**src/mmd_pkg.sv**
```systemverilog
// memory map decoder: address map, timing counts, request/route types
// assumes a 24-bit byte address from the cpu and a 125 MHz core clock
`default_nettype none
package mmd_pkg;
    localparam int ADDR_W = 24;
    localparam int NUM_WIN = 4;
    // fixed on-chip ranges, byte addresses
    localparam logic [23:0] EXTENSION_RAM_LO = 24'h00E000;
    localparam logic [23:0] EXTENSION_RAM_HI = 24'h00E7FF;
    localparam logic [23:0] CAN_LO = 24'h00EF00;
    localparam logic [23:0] CAN_HI = 24'h00EFFF;
    localparam logic [23:0] EXTENDED_SPECIAL_FUNCTION_AREA_LO = 24'h00F000;
    localparam logic [23:0] EXTENDED_SPECIAL_FUNCTION_AREA_HI = 24'h00F1FF;
    localparam logic [23:0] INTERNAL_DUAL_PORT_RAM_LO = 24'h00F600;
    localparam logic [23:0] INTERNAL_DUAL_PORT_RAM_HI = 24'h00FDFF;
    localparam logic [23:0] SFR_LO = 24'h00FE00;
    localparam logic [23:0] SFR_HI = 24'h00FFFF;
    // bit-addressable slices of on-chip memory
    localparam logic [23:0] INTERNAL_DUAL_PORT_RAM_BIT_LO = 24'h00FD00;
    localparam logic [23:0] EXTENDED_SPECIAL_FUNCTION_AREA_BIT_LO = 24'h00F100;
    localparam logic [23:0] SFR_BIT_LO = 24'h00FF00;
    // system_config_reg field
    localparam int SYSCFG_PBE_BIT = 2;
    // external segment lines left when the can module is in use
    localparam int CAN_SEG_LINES = 4;
    localparam int SEG_MSB_CAN = 15 + CAN_SEG_LINES;
    // timing
    localparam int CLK_PERIOD_NS = 8;
    localparam int EXTENSION_RAM_ACCESS_NS = 80;
    localparam int CAN_ACCESS_NS = 160;
    localparam int EXTENSION_RAM_CYCLES =
        (EXTENSION_RAM_ACCESS_NS + CLK_PERIOD_NS - 1) / CLK_PERIOD_NS;
    localparam int CAN_CYCLES =
        (CAN_ACCESS_NS + CLK_PERIOD_NS - 1) / CLK_PERIOD_NS;
    localparam int ONCHIP_CYCLES = 1;
    // one-hot select positions
    localparam int SEL_INTERNAL_DUAL_PORT_RAM = 0;
    localparam int SEL_SFR = 1;
    localparam int SEL_EXTENDED_SPECIAL_FUNCTION_AREA = 2;
    localparam int SEL_EXTENSION_RAM = 3;
    localparam int SEL_CAN = 4;
    localparam int SEL_EXT = 5;
    localparam int SEL_W = 6;

    typedef enum logic [2:0] {
        MMD_TGT_INTERNAL_DUAL_PORT_RAM, MMD_TGT_SFR, MMD_TGT_EXTENDED_SPECIAL_FUNCTION_AREA,
        MMD_TGT_EXTENSION_RAM, MMD_TGT_CAN, MMD_TGT_EXT
    } mmd_target_type;

    typedef enum logic [1:0] {
        MMD_USE_DATA, MMD_USE_CODE, MMD_USE_STACK, MMD_USE_GPR
    } mmd_use_type;

    typedef enum logic [1:0] {
        MMD_FLT_NONE, MMD_FLT_BIT, MMD_FLT_PLACE
    } mmd_fault_type;

    typedef struct packed {
        logic [23:0] addr;
        logic is_word;
        logic is_write;
        logic bit_op;
        mmd_use_type use_kind;
        logic [3:0] gpr_num;
    } mmd_req_type;

    typedef struct packed {
        logic enable;
        logic [11:0] base;
        logic [11:0] mask;
    } mmd_window_type;

    typedef struct packed {
        mmd_target_type target;
        logic [23:0] addr;
        logic is_word;
        logic is_write;
        logic bit_op;
        logic [2:0] window;
    } mmd_route_type;

    function automatic logic mmd_in_range(input logic [23:0] a,
                                          input logic [23:0] lo,
                                          input logic [23:0] hi);
        return (a >= lo) && (a <= hi);
    endfunction
endpackage
`default_nettype wire

```
**src/mmd_window_sel.sv**
```systemverilog
// external bus window matcher with fixed priority
// assumes window configs are stable registers in the bus controller
`timescale 1ns/1ps
`default_nettype none
module mmd_window_sel (
    // address and window setup
    input wire logic [23:0] addr_in,
    input wire mmd_pkg::mmd_window_type [mmd_pkg::NUM_WIN-1:0] windows_in,
    // chosen window, 0 is the default configuration
    output wire logic [2:0] window_out
);
    import mmd_pkg::*;
    logic [NUM_WIN-1:0] hit;
    genvar g;
    generate
        for (g = 0; g < NUM_WIN; g++) begin : g_win
            assign hit[g] = windows_in[g].enable &&
                ((addr_in[23:12] & windows_in[g].mask) == windows_in[g].base);
        end
    endgenerate
    // later windows override earlier ones
    assign window_out = hit[3] ? 3'h4 : // [RULE15]
                        hit[2] ? 3'h3 :
                        hit[1] ? 3'h2 :
                        hit[0] ? 3'h1 : 3'h0;
endmodule
`default_nettype wire

```
**src/mmd_decoder.sv**
```systemverilog
// memory map decoder: routes cpu byte/word accesses to one target
// and paces fixed-latency targets; external targets answer on ext_done_in
// Functional notes
// RULE1 - code, data, registers and i/o share one 16M byte space decoded alike.
// RULE2 - every location takes byte and word accesses, size given by the cpu.
// RULE3 - only chosen on-chip slices allow single-bit access.
// RULE4 - the 2K internal ram serves data, stack, register banks and code.
// RULE5 - a bank gives 16 word registers, the low eight also as 16 bytes.
// RULE6 - with the peripheral-bus enable set, E000h-E7FFh is extension ram; the code also requires ext_ram_enable_in set.
// RULE7 - extension ram cycles are 16-bit, no waits, 80ns long.
// RULE8 - extension ram allows byte/word but no bit access, stack or bank.
// RULE9 - with extension ram off, its range goes to the external bus.
// RULE10 - two 512-byte word-wide special function areas are reserved.
// RULE11 - EF00h-EFFFh reaches the can module only with the enable bit set.
// RULE12 - can accesses are 16-bit demultiplexed, two waits, 160ns long.
// RULE13 - with can in use only 4 segment lines drive out, 1M per select.
// RULE14 - unclaimed addresses go to the external bus, up to 16M bytes.
// RULE15 - window 4 beats 3, 2 beats 1, unmatched uses the default.
// RULE16 - each access hits one target, enabled on-chip ranges first.
`timescale 1ns/1ps
`default_nettype none
module mmd_decoder (
    // clock and reset
    input wire logic sys_clk_in,
    input wire logic reset_in,
    // configuration
    input wire logic [15:0] system_config_reg_in,
    input wire logic ext_ram_enable_in,
    input wire mmd_pkg::mmd_window_type [mmd_pkg::NUM_WIN-1:0] windows_in,
    input wire logic [23:0] context_ptr_in,
    // cpu request
    input wire logic req_valid_in,
    input wire mmd_pkg::mmd_req_type req_in,
    output logic req_ready_out,
    output logic done_out,
    output mmd_pkg::mmd_fault_type fault_out,
    // target side
    output mmd_pkg::mmd_route_type route_out,
    output logic [mmd_pkg::SEL_W-1:0] target_sel_out,
    input wire logic ext_done_in
);
    import mmd_pkg::*;

    typedef enum logic [1:0] {ST_IDLE, ST_FIXED, ST_EXT} mmd_state_type;

    mmd_state_type state_q, state_d;
    logic [4:0] cnt_q, cnt_d;
    logic ready_q, ready_d;
    logic done_q, done_d;
    mmd_fault_type fault_q, fault_d;
    mmd_route_type route_q, route_d;
    logic [SEL_W-1:0] sel_q, sel_d;

    wire logic periph_bus_enable = system_config_reg_in[SYSCFG_PBE_BIT];
    wire logic extension_ram_on = periph_bus_enable && ext_ram_enable_in;
    wire logic can_on = periph_bus_enable;
    wire logic take = req_valid_in && ready_q;
    wire logic use_gpr = (req_in.use_kind == MMD_USE_GPR);
    wire logic use_stack = (req_in.use_kind == MMD_USE_STACK);

    // byte regs n map to byte n of the bank, so only words 0..7 are split
    wire logic [23:0] gpr_word_addr =
        context_ptr_in + {19'h00000, req_in.gpr_num, 1'b0}; // [RULE5]
    wire logic [23:0] gpr_byte_addr =
        context_ptr_in + {20'h00000, req_in.gpr_num}; // [RULE5]
    wire logic [23:0] eff_addr = !use_gpr ? req_in.addr :
        (req_in.is_word ? gpr_word_addr : gpr_byte_addr);

    // use_kind enters target choice only via the gpr address: code and data decode alike
    wire logic hit_internal_dual_port_ram = mmd_in_range(eff_addr, INTERNAL_DUAL_PORT_RAM_LO, INTERNAL_DUAL_PORT_RAM_HI); // [RULE1]
    wire logic hit_sfr = mmd_in_range(eff_addr, SFR_LO, SFR_HI); // [RULE10]
    wire logic hit_extended_special_function_area = mmd_in_range(eff_addr, EXTENDED_SPECIAL_FUNCTION_AREA_LO, EXTENDED_SPECIAL_FUNCTION_AREA_HI); // [RULE10]
    wire logic hit_extension_ram = mmd_in_range(eff_addr, EXTENSION_RAM_LO, EXTENSION_RAM_HI);
    wire logic hit_can = mmd_in_range(eff_addr, CAN_LO, CAN_HI);
    wire logic bit_ok = mmd_in_range(eff_addr, INTERNAL_DUAL_PORT_RAM_BIT_LO, INTERNAL_DUAL_PORT_RAM_HI) ||
                        mmd_in_range(eff_addr, EXTENDED_SPECIAL_FUNCTION_AREA_BIT_LO, EXTENDED_SPECIAL_FUNCTION_AREA_HI) ||
                        mmd_in_range(eff_addr, SFR_BIT_LO, SFR_HI); // [RULE3]

    wire logic [2:0] win_idx;
    mmd_window_sel u_win (
        .addr_in(eff_addr),
        .windows_in(windows_in),
        .window_out(win_idx)
    );

    // on-chip first, disabled on-chip ranges fall through to external
    wire mmd_target_type tgt =
        hit_internal_dual_port_ram ? MMD_TGT_INTERNAL_DUAL_PORT_RAM : // [RULE4] [RULE16]
        hit_sfr ? MMD_TGT_SFR :
        hit_extended_special_function_area ? MMD_TGT_EXTENDED_SPECIAL_FUNCTION_AREA :
        (hit_extension_ram && extension_ram_on) ? MMD_TGT_EXTENSION_RAM : // [RULE6] [RULE9]
        (hit_can && can_on) ? MMD_TGT_CAN : // [RULE11]
        MMD_TGT_EXT; // [RULE14]

    // stack and banks only live in internal ram, never in extension ram
    wire mmd_fault_type flt =
        (req_in.bit_op && !bit_ok) ? MMD_FLT_BIT : // [RULE3] [RULE8]
        ((use_stack || use_gpr) && tgt != MMD_TGT_INTERNAL_DUAL_PORT_RAM) ? // [RULE8]
        MMD_FLT_PLACE : MMD_FLT_NONE;

    // upper segment lines dropped: 1M reach while can is in use
    wire logic [23:0] ext_addr = can_on ?
        {4'h0, eff_addr[SEG_MSB_CAN:0]} : eff_addr; // [RULE13]

    wire logic [4:0] fixed_len =
        (tgt == MMD_TGT_EXTENSION_RAM) ? 5'(EXTENSION_RAM_CYCLES - 1) : // [RULE7]
        (tgt == MMD_TGT_CAN) ? 5'(CAN_CYCLES - 1) : // [RULE12]
        5'(ONCHIP_CYCLES - 1);

    wire logic [SEL_W-1:0] tgt_onehot = 6'h01 << tgt; // [RULE16]

    wire mmd_route_type new_route = '{
        target: tgt,
        addr: (tgt == MMD_TGT_EXT) ? ext_addr : eff_addr,
        is_word: req_in.is_word, // [RULE2]
        is_write: req_in.is_write,
        bit_op: req_in.bit_op,
        window: (tgt == MMD_TGT_EXT) ? win_idx : 3'h0 // [RULE15]
    };

    always_comb begin
        state_d = state_q;
        cnt_d = cnt_q;
        ready_d = ready_q;
        done_d = 1'b0;
        fault_d = fault_q;
        route_d = route_q;
        sel_d = sel_q;
        case (state_q)
            ST_IDLE: begin
                if (take) begin
                    route_d = new_route;
                    if (flt != MMD_FLT_NONE) begin
                        done_d = 1'b1;
                        fault_d = flt;
                    end else begin
                        sel_d = tgt_onehot;
                        ready_d = 1'b0;
                        cnt_d = fixed_len;
                        state_d = (tgt == MMD_TGT_EXT) ? ST_EXT : ST_FIXED;
                    end
                end
            end
            ST_FIXED: begin
                if (cnt_q == 5'h00) begin
                    sel_d = '0;
                    done_d = 1'b1;
                    fault_d = MMD_FLT_NONE;
                    ready_d = 1'b1;
                    state_d = ST_IDLE;
                end else begin
                    cnt_d = cnt_q - 5'h01;
                end
            end
            ST_EXT: begin
                if (ext_done_in) begin
                    sel_d = '0;
                    done_d = 1'b1;
                    fault_d = MMD_FLT_NONE;
                    ready_d = 1'b1;
                    state_d = ST_IDLE;
                end
            end
            default: begin
                sel_d = '0;
                ready_d = 1'b1;
                state_d = ST_IDLE;
            end
        endcase
    end

    always_ff @(posedge sys_clk_in or posedge reset_in) begin
        if (reset_in) begin
            state_q <= ST_IDLE;
            cnt_q <= 5'h00;
            ready_q <= 1'b1;
            done_q <= 1'b0;
            fault_q <= MMD_FLT_NONE;
            route_q <= '0;
            sel_q <= '0;
        end else begin
            state_q <= state_d;
            cnt_q <= cnt_d;
            ready_q <= ready_d;
            done_q <= done_d;
            fault_q <= fault_d;
            route_q <= route_d;
            sel_q <= sel_d;
        end
    end

    assign req_ready_out = ready_q;
    assign done_out = done_q;
    assign fault_out = fault_q;
    assign route_out = route_q;
    assign target_sel_out = sel_q;

    chk_extension_ram_timing: assert property ( // [RULE7]
        @(posedge sys_clk_in) disable iff (reset_in)
        $rose(sel_q[SEL_EXTENSION_RAM]) |-> sel_q[SEL_EXTENSION_RAM] [*8] ##1
        sel_q[SEL_EXTENSION_RAM] [*2] ##1 (!sel_q[SEL_EXTENSION_RAM] && done_q))
        else $error("extension ram access not ten cycles");

    chk_can_timing: assert property ( // [RULE12]
        @(posedge sys_clk_in) disable iff (reset_in)
        $rose(sel_q[SEL_CAN]) |-> ##20 done_q && !sel_q[SEL_CAN])
        else $error("can access not twenty cycles");

    chk_one_target: assert property ( // [RULE16]
        @(posedge sys_clk_in) disable iff (reset_in)
        $onehot0(sel_q) && (|sel_q == !ready_q))
        else $error("select not one-hot or ready mismatch");

    chk_extension_ram_off_ext: assert property ( // [RULE9]
        @(posedge sys_clk_in) disable iff (reset_in)
        take && hit_extension_ram && !extension_ram_on && flt == MMD_FLT_NONE |=>
        sel_q[SEL_EXT] && route_q.target == MMD_TGT_EXT)
        else $error("disabled extension ram range not external");

    chk_can_gate: assert property ( // [RULE11]
        @(posedge sys_clk_in) disable iff (reset_in)
        take && hit_can && flt == MMD_FLT_NONE |=>
        sel_q[SEL_CAN] == $past(can_on))
        else $error("can window gating wrong");

    chk_bit_refused: assert property ( // [RULE3]
        @(posedge sys_clk_in) disable iff (reset_in)
        take && req_in.bit_op && (hit_extension_ram || hit_can) |=>
        done_q && fault_q == MMD_FLT_BIT && sel_q == '0)
        else $error("bit access outside bit slices accepted");

    chk_stack_place: assert property ( // [RULE8]
        @(posedge sys_clk_in) disable iff (reset_in)
        take && use_stack && !hit_internal_dual_port_ram && !req_in.bit_op |=>
        done_q && fault_q == MMD_FLT_PLACE)
        else $error("stack outside internal ram accepted");

    chk_seg_limit: assert property ( // [RULE13]
        @(posedge sys_clk_in) disable iff (reset_in)
        take && can_on && tgt == MMD_TGT_EXT |=> route_q.addr[23:20] == 4'h0)
        else $error("upper segment lines driven with can in use");

    chk_gpr_word: assert property ( // [RULE5]
        @(posedge sys_clk_in) disable iff (reset_in)
        take && use_gpr && req_in.is_word && hit_internal_dual_port_ram |=>
        route_q.addr == $past(context_ptr_in) + {19'h0, $past(req_in.gpr_num),
        1'b0})
        else $error("word register address wrong");

    chk_size_kept: assert property ( // [RULE2]
        @(posedge sys_clk_in) disable iff (reset_in)
        take |=> route_q.is_word == $past(req_in.is_word))
        else $error("access size lost");

    chk_window_pick: assert property ( // [RULE15]
        @(posedge sys_clk_in) disable iff (reset_in)
        take && tgt == MMD_TGT_EXT && flt == MMD_FLT_NONE |=>
        route_q.window == $past(win_idx) && state_q == ST_EXT)
        else $error("external window not carried");
endmodule
`default_nettype wire

```
**config.mk**
```make
export PLATFORM = sky130hd
export DESIGN_NAME = mmd_decoder
export DESIGN_NICKNAME = d
export VERILOG_FILES = /design/src/mmd_pkg.sv /design/src/mmd_window_sel.sv /design/src/mmd_decoder.sv
export SDC_FILE = /design/constraint.sdc
export NUM_CORES = 1
export LEC_CHECK = 0
export ABC_AREA = 1
export BUFFER_PORTS_ARGS = -buffer_cell sky130_fd_sc_hd__buf_2
export CORE_ASPECT_RATIO = 1.25
export CORE_MARGIN = 1.5
export CORE_UTILIZATION = 44
export CTS_CLUSTER_DIAMETER = 100
export DETAILED_ROUTE_END_ITERATION = 6
export PLACE_DENSITY = 0.86
export SETUP_SLACK_MARGIN = 0.1
export SLEW_MARGIN = 20
export SYNTH_ARGS = -nofsm -noshare
export SYNTH_HDL_FRONTEND = slang
export SYNTH_SLANG_ARGS = --single-unit
```
**constraint.sdc**
```tcl
create_clock -name sys_clk_in -period 2.2 [get_ports sys_clk_in]
set_clock_uncertainty 0.2 [all_clocks]
set_input_delay 0.11 -clock sys_clk_in [delete_from_list [all_inputs] [get_ports sys_clk_in]]
set_output_delay 0.11 -clock sys_clk_in [all_outputs]
set_load 0.01 [all_outputs]
```
==> results.cfg, run 1 <==
[placed_design]
placed_area_sq_um = 6990
place_hpwl_um = 14400
portBuffers = 205
dpl_worst_slack_ns = -0.866
gp_congestion = 0.943

[sta]
whs_ns = 0.0307
setup_tns_ns = -8.18
max_freq_ghz = 0.377
finalMaxSlewViolations = 0
rsz0062_at_grt = true
worst_slack_ns = -0.451
final-setup-viol-count = 22
post-route-period-util_pct = 121
fin_crit_ns = 2.65
hold_violations = 0
slew-limit-headroom_pct = 71.8
worstMarginPinSlew_ns = 0.422

[setup_path]
start_kind = primary input
crit_buf_inv = 6
crit_arrival_ns = 2.63
path_delay_family = simple AND/OR/NAND/NOR gates
critPathMaxStageDelay_ns = 0.37
r2r_start = state_q[1]
setup.worst_path.start = context_ptr_in[1]
cpMostUsedCell = nand2_4
critPathKind = in -> reg
endpoint_kind = register
worstPathRequired_ns = 2.18
slowest_stage = fa_2
crit_fanout = 8

[detailed_routing]
wl_um = 19700
vias_per_cell = 5.34
drc_errors = 0
drtIter0Drc = 496
num_vias = 6900
avgRoutedWirePerCell_um = 15.2
antenna_left = 0
drt_pass1_iterations = 5

[die]
placement_rows = 43
start_util_pct = 45.0
die_w_um = 98.2
coreArea_sq_um = 11100
die-area_sq_um = 12000
dieHeight_um = 122
io_pins = 221

[clocking]
cts_made_buffers = 5
htreeDepth = 2
clockBufferDepth = 2
cts_tree = built
clk_latency_ns = 0.29
root_buffer = clkbuf_16
clk_pin_slew_ns = 0.06
clock-sinks = 49

[yosys]
synth_area_per_cell_sq_um = 6.11
netlist_instances = 816
synth-seq-area-share_pct = 24.6
synth_nets = 1009
ys_ff_latch = 49
yosysUniqueCellTypes = 42
synth_area_sq_um = 4990
ys_warn_count = 0

[flow_run]
cap_viol_max_count = 0

[status]
status = finished, violations left
violations = setup timing

[global_routing]
grt_max_degree = 30
antenna_found_initial = 2
grt_util_all_layers_pct = 31.2
grt_pass1_wl_um = 30400
grt_overflow = 0
grt_pass1_vias = 6550

[finish]
layout-drive-gt1-share_pct = 44.1
final_common_cell = nand2_1
syn_to_final_growth_pct = 60.5
fin_area_sq_um = 8010
layout_common_cells = 248 x nand2_1, 201 x buf_2, 123 x buf_4
fin_util_pct = 72.2
fin_nets = 1347

[pwr]
ir_worst_vdd_v = 0.000388
pwr_density_cell_nw_per_um2 = 363
p_leak_nw = 4.33

[min_path]
hold_class = in -> reg
worstHoldStart = req_in[6]
[cells by family after synthesis]
kind of cell | after synthesis | share of synthesized area (%)
DFF | 49 | 24.6
adders and majority gates | 15 | 4.06
and+or+nand+nor | 537 | 49.4
AOI/OAI and AO/OA | 88 | 10.1
xor gates and xnor gates | 14 | 2.46
buffers and inverters | 113 | 9.31
[synth_stat cells, drive strengths merged]
cell type,count,share of area (%)
o21a,2,0.30
o31ai,5,0.75
a21oi,13,1.4
o211ai,4,0.60
nand4,35,4.5
a21o,1,0.15
buf,15,1.9
dfstp,1,0.53
a31oi,1,0.13
nor3,2,0.20
nand3,85,9.3
nand2,305,25
o21bai,1,0.15
ha,13,3.3
or2,12,1.5
xor2,7,1.2
o21ai,59,6.3
xnor2,7,1.2
inv,91,6.8
dfrtp,48,24
and2,3,0.38
nand3b,15,2.3
clkbuf,6,0.45
clkinv,1,0.075
a21boi,2,0.38
fa,2,0.80
nor2,80,6.6
[worst register-to-register path: stages, from the launching register on]
cell and delay [ns]:
dfrtp_1 0.45, inv_1 0.10, ha_1 0.32, o21ai_0 0.12, nand3_1 0.19, inv_1 0.32
nand2_8 0.11, nand2_2 0.09, o21ai_2 0.06
[power breakdown]
part           leakage (nW)  internal, mW  switching [mW]
clock network        0.0831         0.567           0.333
logic                  3.57         0.514           0.588
registers             0.681         0.901               0
[flip-flops by register name, indices dropped and copies added (netlist names)]
register,cells
cnt_q,5
done_out,1
fault_out,2
req_ready_out,1
route_out,33
state_q,2
target_sel_out,5
[per-stage QoR]
step / cells / total power [mW]
final: 1292 / 2.90
after global routing: 1292 / 3.04
after floorplan: 816 / 1.36
after detailed placement: 1251 / 1.81
after CTS: 1287 / 2.82
after global placement: 1251 / 1.80
[final timing paths]
| path | end | slack (ns) | depth (start not counted) |
|---|---|---|---|
| hold / removal | fault_out[1] | 0.03 | 4 |
| hold reg to reg | route_out[4] | 0.27 | 2 |
| min in group asynchronous | route_out[6] | 0.12 | 3 |
| max in group asynchronous | route_out[20] | 1.09 | 4 |
| setup reg to reg | target_sel_out[1] | 0.15 | 8 |
| setup / recovery | target_sel_out[1] | -0.45 | 25 |
[metal layers]
layer	wire length [um]	track usage [%]	share of wire, %
met4	937	14.1	4.8
met1	7500	38.5	38
met3	1400	3.50	7.1
met2	9850	54.8	50
met5	0	0	0
[area by class of cell]
type	instances	area, sq um
flip-flops and latches	49	1230
clock inverters	2	37.5
inverters	92	355
repair buffers	350	2210
diodes	2	5.00
multi-input cells	656	3860
fillers	822	3080
clock buffers	6	139
well taps	135	169
[repair_timing]
item | 4_1_cts | 5_1_grt
endpoints found under the hold margin | 65 | 0
setup endpoints to repair | 23 | 29
pin swaps | 41 | 28
hold buffers | 13 | 0
gates resized for setup | 85 | 60
gates cloned | 2 | 0
setup buffers | 13 | 3
No activity file was read; power rests on OpenSTA's default activity.
==> run 2, diff against run 1 <==
==> constraint.sdc (replaced) <==
create_clock -name sys_clk_in -period 2.2 [get_ports sys_clk_in]
set_clock_uncertainty 0.2 [all_clocks]
set_input_delay 0.22 -clock sys_clk_in [delete_from_list [all_inputs] [get_ports sys_clk_in]]
set_output_delay 0.22 -clock sys_clk_in [all_outputs]
set_load 0.01 [all_outputs]
==> results.cfg, run 2 (synthesis gave the netlist of run 1 again) <==
[status]
status = finished, violations left
violations = setup timing

[placed_design]
gp_congestion = 0.931
portBuffers = 205
placed_cells = 1259
place_hpwl_um = 14600

[die]
die-area_sq_um = 12000
placement_rows = 43
io_pins = 221
start_util_pct = 45.0
dieHeight_um = 122
die_w_um = 98.2
coreArea_sq_um = 11100

[clocking]
cts_tree = built
clk_latency_ns = 0.29
clk_pin_slew_ns = 0.07
clock-sinks = 49
htreeDepth = 2
cts_made_buffers = 5
clockBufferDepth = 2
root_buffer = clkbuf_16

[global_routing]
grt_util_all_layers_pct = 30.9
grt_pass1_wl_um = 30200
grt_pass1_vias = 6657
grt_max_degree = 59
grt_overflow = 0
antenna_found_initial = 0

[pwr]
seqPwrFrac_pct = 32.1
combPwrFrac_pct = 40.7
ir_worst_vdd_v = 0.000316
p_sw_share_pct = 33.9
p_sw_uw = 950
pwr_density_cell_nw_per_um2 = 350
p_leak_nw = 4.40
p_clk_share_pct = 27.2
internal_power_mw = 1.86

[setup_path]
crit_arrival_ns = 2.82
critPathKind = in -> reg
endpoint_kind = register
worstPathRequired_ns = 2.19
crit_fanout = 8
start_kind = primary input

[detailed_routing]
vias_per_cell = 5.50
avgRoutedWirePerCell_um = 16.0
wl_um = 20700
drt_pass1_iterations = 5
drc_errors = 0
drtIter0Drc = 455
num_vias = 7138
dr_wl_met3_um = 1570
antenna_left = 0
wl_met1_um = 7630
dr.max_layer_used = met4
met2_length_um = 10200

[finish]
fillerInstances = 857
diodes = 0
layout_common_cells = 251 x nand2_1, 201 x buf_2, 138 x buf_4
fin_nets = 1355
largest_reg_flops = 33
layout-drive-gt1-share_pct = 45.1
multi_input_area_sq_um = 3850
syn_to_final_growth_pct = 60.8
final_cell_count_no_fill = 1298
final_common_cell = nand2_1
seqCellArea_sq_um = 1230

[sta]
final-setup-viol-count = 22
fin_crit_ns = 2.83
setup_tns_ns = -12.34
slew-limit-headroom_pct = 51.4
whs_ns = 0.0164
rsz0062_at_grt = true
hold_violations = 0
worstMarginPinSlew_ns = 0.727
max_freq_ghz = 0.353
finalMaxSlewViolations = 0
worst_slack_ns = -0.630
post-route-period-util_pct = 129

[min_path]
hold_class = in -> reg

[flow_run]
cap_viol_max_count = 0
==> run 2: cell count changes in the layout (fill, tap and decap cells not counted), sizes merged <==
cell         delta
buf            +18
dlygate4sd3    -10
diode           -2
bufinv          -1
clkinv          -1
clkinvlp        +1
inv             +1
==> run 2: path summary, 6_finish.rpt <==
check | startpoint | endpoint | slack (ns) | depth (start not counted)
min reg2reg | route_out[4] | route_out[4] | 0.27 | 2
min | req_in[6] | route_out[3] | 0.02 | 3
max in group asynchronous | reset_in | route_out[16] | 0.76 | 4
min in group asynchronous | reset_in | route_out[6] | 0.40 | 3
max | req_in[0] | state_q[1] | -0.63 | 21
max reg2reg | state_q[1] | target_sel_out[1] | 0.05 | 9
==> run 2: layer usage <==
metal / track usage, % / vias up
met1: 37.6 / 3230
met2: 55.0 / 433
met3: 3.50 / 142
li1: - / 3333
met5: 0 / -
met4: 13.6 / 0
==> run 2: what timing repair did <==
action / in CTS / in global routing
gates resized for setup: 88 / 59
gates cloned: 2 / 0
pin swaps: 50 / 33
hold buffers: 3 / 0
hold endpoints to repair: 34 / 0
setup buffers: 17 / 10
setup endpoints to repair: 25 / 32
==> run 2: worst max-delay path, stage by stage <==
cell     delay, ns
buf_8         0.09
ha_4          0.13
inv_2         0.03
fa_2          0.32
inv_2         0.08
nand3_2       0.08
nand3_2       0.09
nand2_2       0.07
nand2_4       0.12
nand3_4       0.09
o21ai_2       0.14
nand3_2       0.15
nand2_4       0.15
nand3_4       0.11
nor2_4        0.25
nand4_1       0.21
buf_6         0.18
nand3_2       0.09
nor2_1        0.07
nand2_1       0.08
nand2_1       0.05
==> run 2: area by class of cell <==
class,instances,area share (%)
clock buffers,6,1.61
well taps,135,2.11
clock inverters,2,0.187
repair buffers,358,28.4
multi-input cells,656,47.9
inverters,92,4.46
flip-flops and latches,49,15.3
==> run 2: per-stage QoR <==
stage / power [mW] / setup WS (ns) / utilization [%] / instance area [sq um]
4_1_cts: 2.71 / -0.384 / 69.9 / 7750
5_1_grt: 2.94 / -0.766 / 72.4 / 8020
3_5_place_dp: 1.84 / -0.924 / 63.7 / 7060
6_report: 2.80 / -0.630 / 72.4 / 8020
3_3_place_gp: 1.82 / -0.863 / 63.7 / 7060
2_1_floorplan: 1.36 / -0.529 / - / 5050
==> run 2: power by group through the flow <==
stage	sequential, mW	combinational [mW]	clock (mW)
floorplan	0.918	0.438	0
global placement	0.918	0.902	0
detailed placement	0.918	0.919	0
CTS	0.901	1.04	0.769
global route	0.900	1.22	0.812
finish	0.901	1.14	0.763
==> run 3, diff against run 2 <==
--- a/config.mk
+++ b/config.mk
@@ -7,7 +7,7 @@
 export LEC_CHECK = 0
 export ABC_AREA = 1
 export BUFFER_PORTS_ARGS = -buffer_cell sky130_fd_sc_hd__buf_2
-export CORE_ASPECT_RATIO = 1.25
+export CORE_ASPECT_RATIO = 0.75
 export CORE_MARGIN = 1.5
 export CORE_UTILIZATION = 44
 export CTS_CLUSTER_DIAMETER = 100
==> results.cfg, run 3 (synthesis gave the netlist of run 1 again) <==
[status]
status = finished, violations left
violations = DRC, setup timing

[setup_path]
r2r_start = state_q[1]
rr_endpoint = state_q[0]
crit_arrival_ns = 2.75
worstPathRequired_ns = 2.18
endpoint_kind = register
crit_fanout = 8
slowest_stage = fa_2
critPathKind = in -> reg
start_kind = primary input
critPathMaxStageDelay_ns = 0.33
rrSetupSlack_ns = 0
reg2reg_depth = 9

[sta]
rsz0062_at_grt = true
max_freq_ghz = 0.360
final-setup-viol-count = 23
hold_violations = 0
whs_ns = 0.0242
setup_tns_ns = -11.39
slew-limit-headroom_pct = 65.7
worst_slack_ns = -0.575
post-route-period-util_pct = 126
worstMarginPinSlew_ns = 0.514
finalMaxSlewViolations = 0
fin_crit_ns = 2.77

[die]
coreArea_sq_um = 11000
die-area_sq_um = 12000
dieHeight_um = 95.2
placement_rows = 33
io_pins = 221
die_w_um = 126
start_util_pct = 45.4

[global_routing]
grt_pass1_vias = 6272
grt_max_degree = 35
grt_pass1_wl_um = 30000
grt_util_all_layers_pct = 31.5
antenna_found_initial = 0
grt_overflow = 0

[pwr]
p_leak_nw = 4.43
pwr_density_cell_nw_per_um2 = 345
ir_worst_vdd_v = 0.000266
p_total_mw = 2.77

[detailed_routing]
num_vias = 6791
wl_um = 19500
avgRoutedWirePerCell_um = 14.9
vias_per_cell = 5.17
antenna_left = 0
drt_pass1_iterations = 6
drtIter0Drc = 459
drc_errors = 12

[clocking]
cts_made_buffers = 5
htreeDepth = 2
root_buffer = clkbuf_16
clk_latency_ns = 0.29
clock-sinks = 49
clockBufferDepth = 2
clk_pin_slew_ns = 0.07
cts_tree = built

[finish]
fin_area_sq_um = 8040
fin_nets = 1365
layout-drive-gt1-share_pct = 44.5
largest_reg_flops = 33
layout_common_cells = 253 x nand2_1, 201 x buf_2, 153 x buf_4
fin_util_pct = 73.2
syn_to_final_growth_pct = 61.2
final_common_cell = nand2_1
diodes = 0

[flow_run]
cap_viol_max_count = 0

[placed_design]
placed_area_sq_um = 7060
portBuffers = 205
gp_congestion = 1.03
place_hpwl_um = 15200

[min_path]
hold_class = in -> reg
whs_path_depth = 3
min_to = done_out
worstHoldStart = ext_done_in
[run 3: changes by cell type in the layout (fill, tap and decap cells not counted), sizes merged]
cell | previous run | this run
nor2 | 81 | 80
buf | 355 | 366
nand2 | 306 | 307
dlygate4sd3 | 3 | 2
inv | 92 | 91
clkinv | 0 | 1
[run 3: final cells by class]
type	count	area, sq um
Multi-Input combinational cell	656	3820
Fill cell	911	2950
Timing Repair Buffer	368	2320
Sequential cell	49	1230
Inverter	92	350
Tap cell	140	175
Clock buffer	6	129
Clock inverter	2	15.0
[run 3: worst max path at each step]
stage,to,cells past startpoint,startpoint
after floorplan,state_q[0],22,context_ptr_in[0]
after global placement,route_out[1],20,context_ptr_in[0]
after detailed placement,target_sel_out[4],24,context_ptr_in[0]
after CTS,cnt_q[0],22,req_in[0]
after global routing,cnt_q[0],25,context_ptr_in[1]
final,cnt_q[0],25,req_in[0]
[run 3: layer usage]
layer / vias up / global-route usage (%) / wire length, um
met5: - / 0 / 0
met4: 0 / 10.7 / 625
met3: 52 / 5.16 / 1540
met2: 283 / 56.5 / 9240
met1: 3102 / 39.0 / 8130
li1: 3354 / - / -
[run 3: worst max-delay path, delay by kind of cell]
kind | cells | cell delay, ns
AOI/OAI and AO/OA | 1 | 0.06
adders and majority gates | 2 | 0.46
and+or+nand+nor | 17 | 1.61
buffers and inverters | 5 | 0.38
[run 3: per-stage QoR]
step / std cells / worst slack (ns)
finish: 1313 / -0.575
detailed placement: 1265 / -1.06
global placement: 1265 / -0.984
CTS: 1302 / -0.478
global route: 1313 / -0.721
floorplan: 816 / -0.529
[run 3: report_power, final]
group          internal [mW]  switching [mW]
Combinational          0.531           0.577
Sequential             0.901               0
Clock                  0.422           0.339
Total                   1.85           0.916
[run 3: what timing repair did]
item	in CTS	in global routing
resized for setup	69	60
buffers inserted	27	9
pin swaps	39	39
endpoints found under the setup margin	28	31
cloned	0	2
endpoints found under the hold margin	22	0
hold buffers	2	0
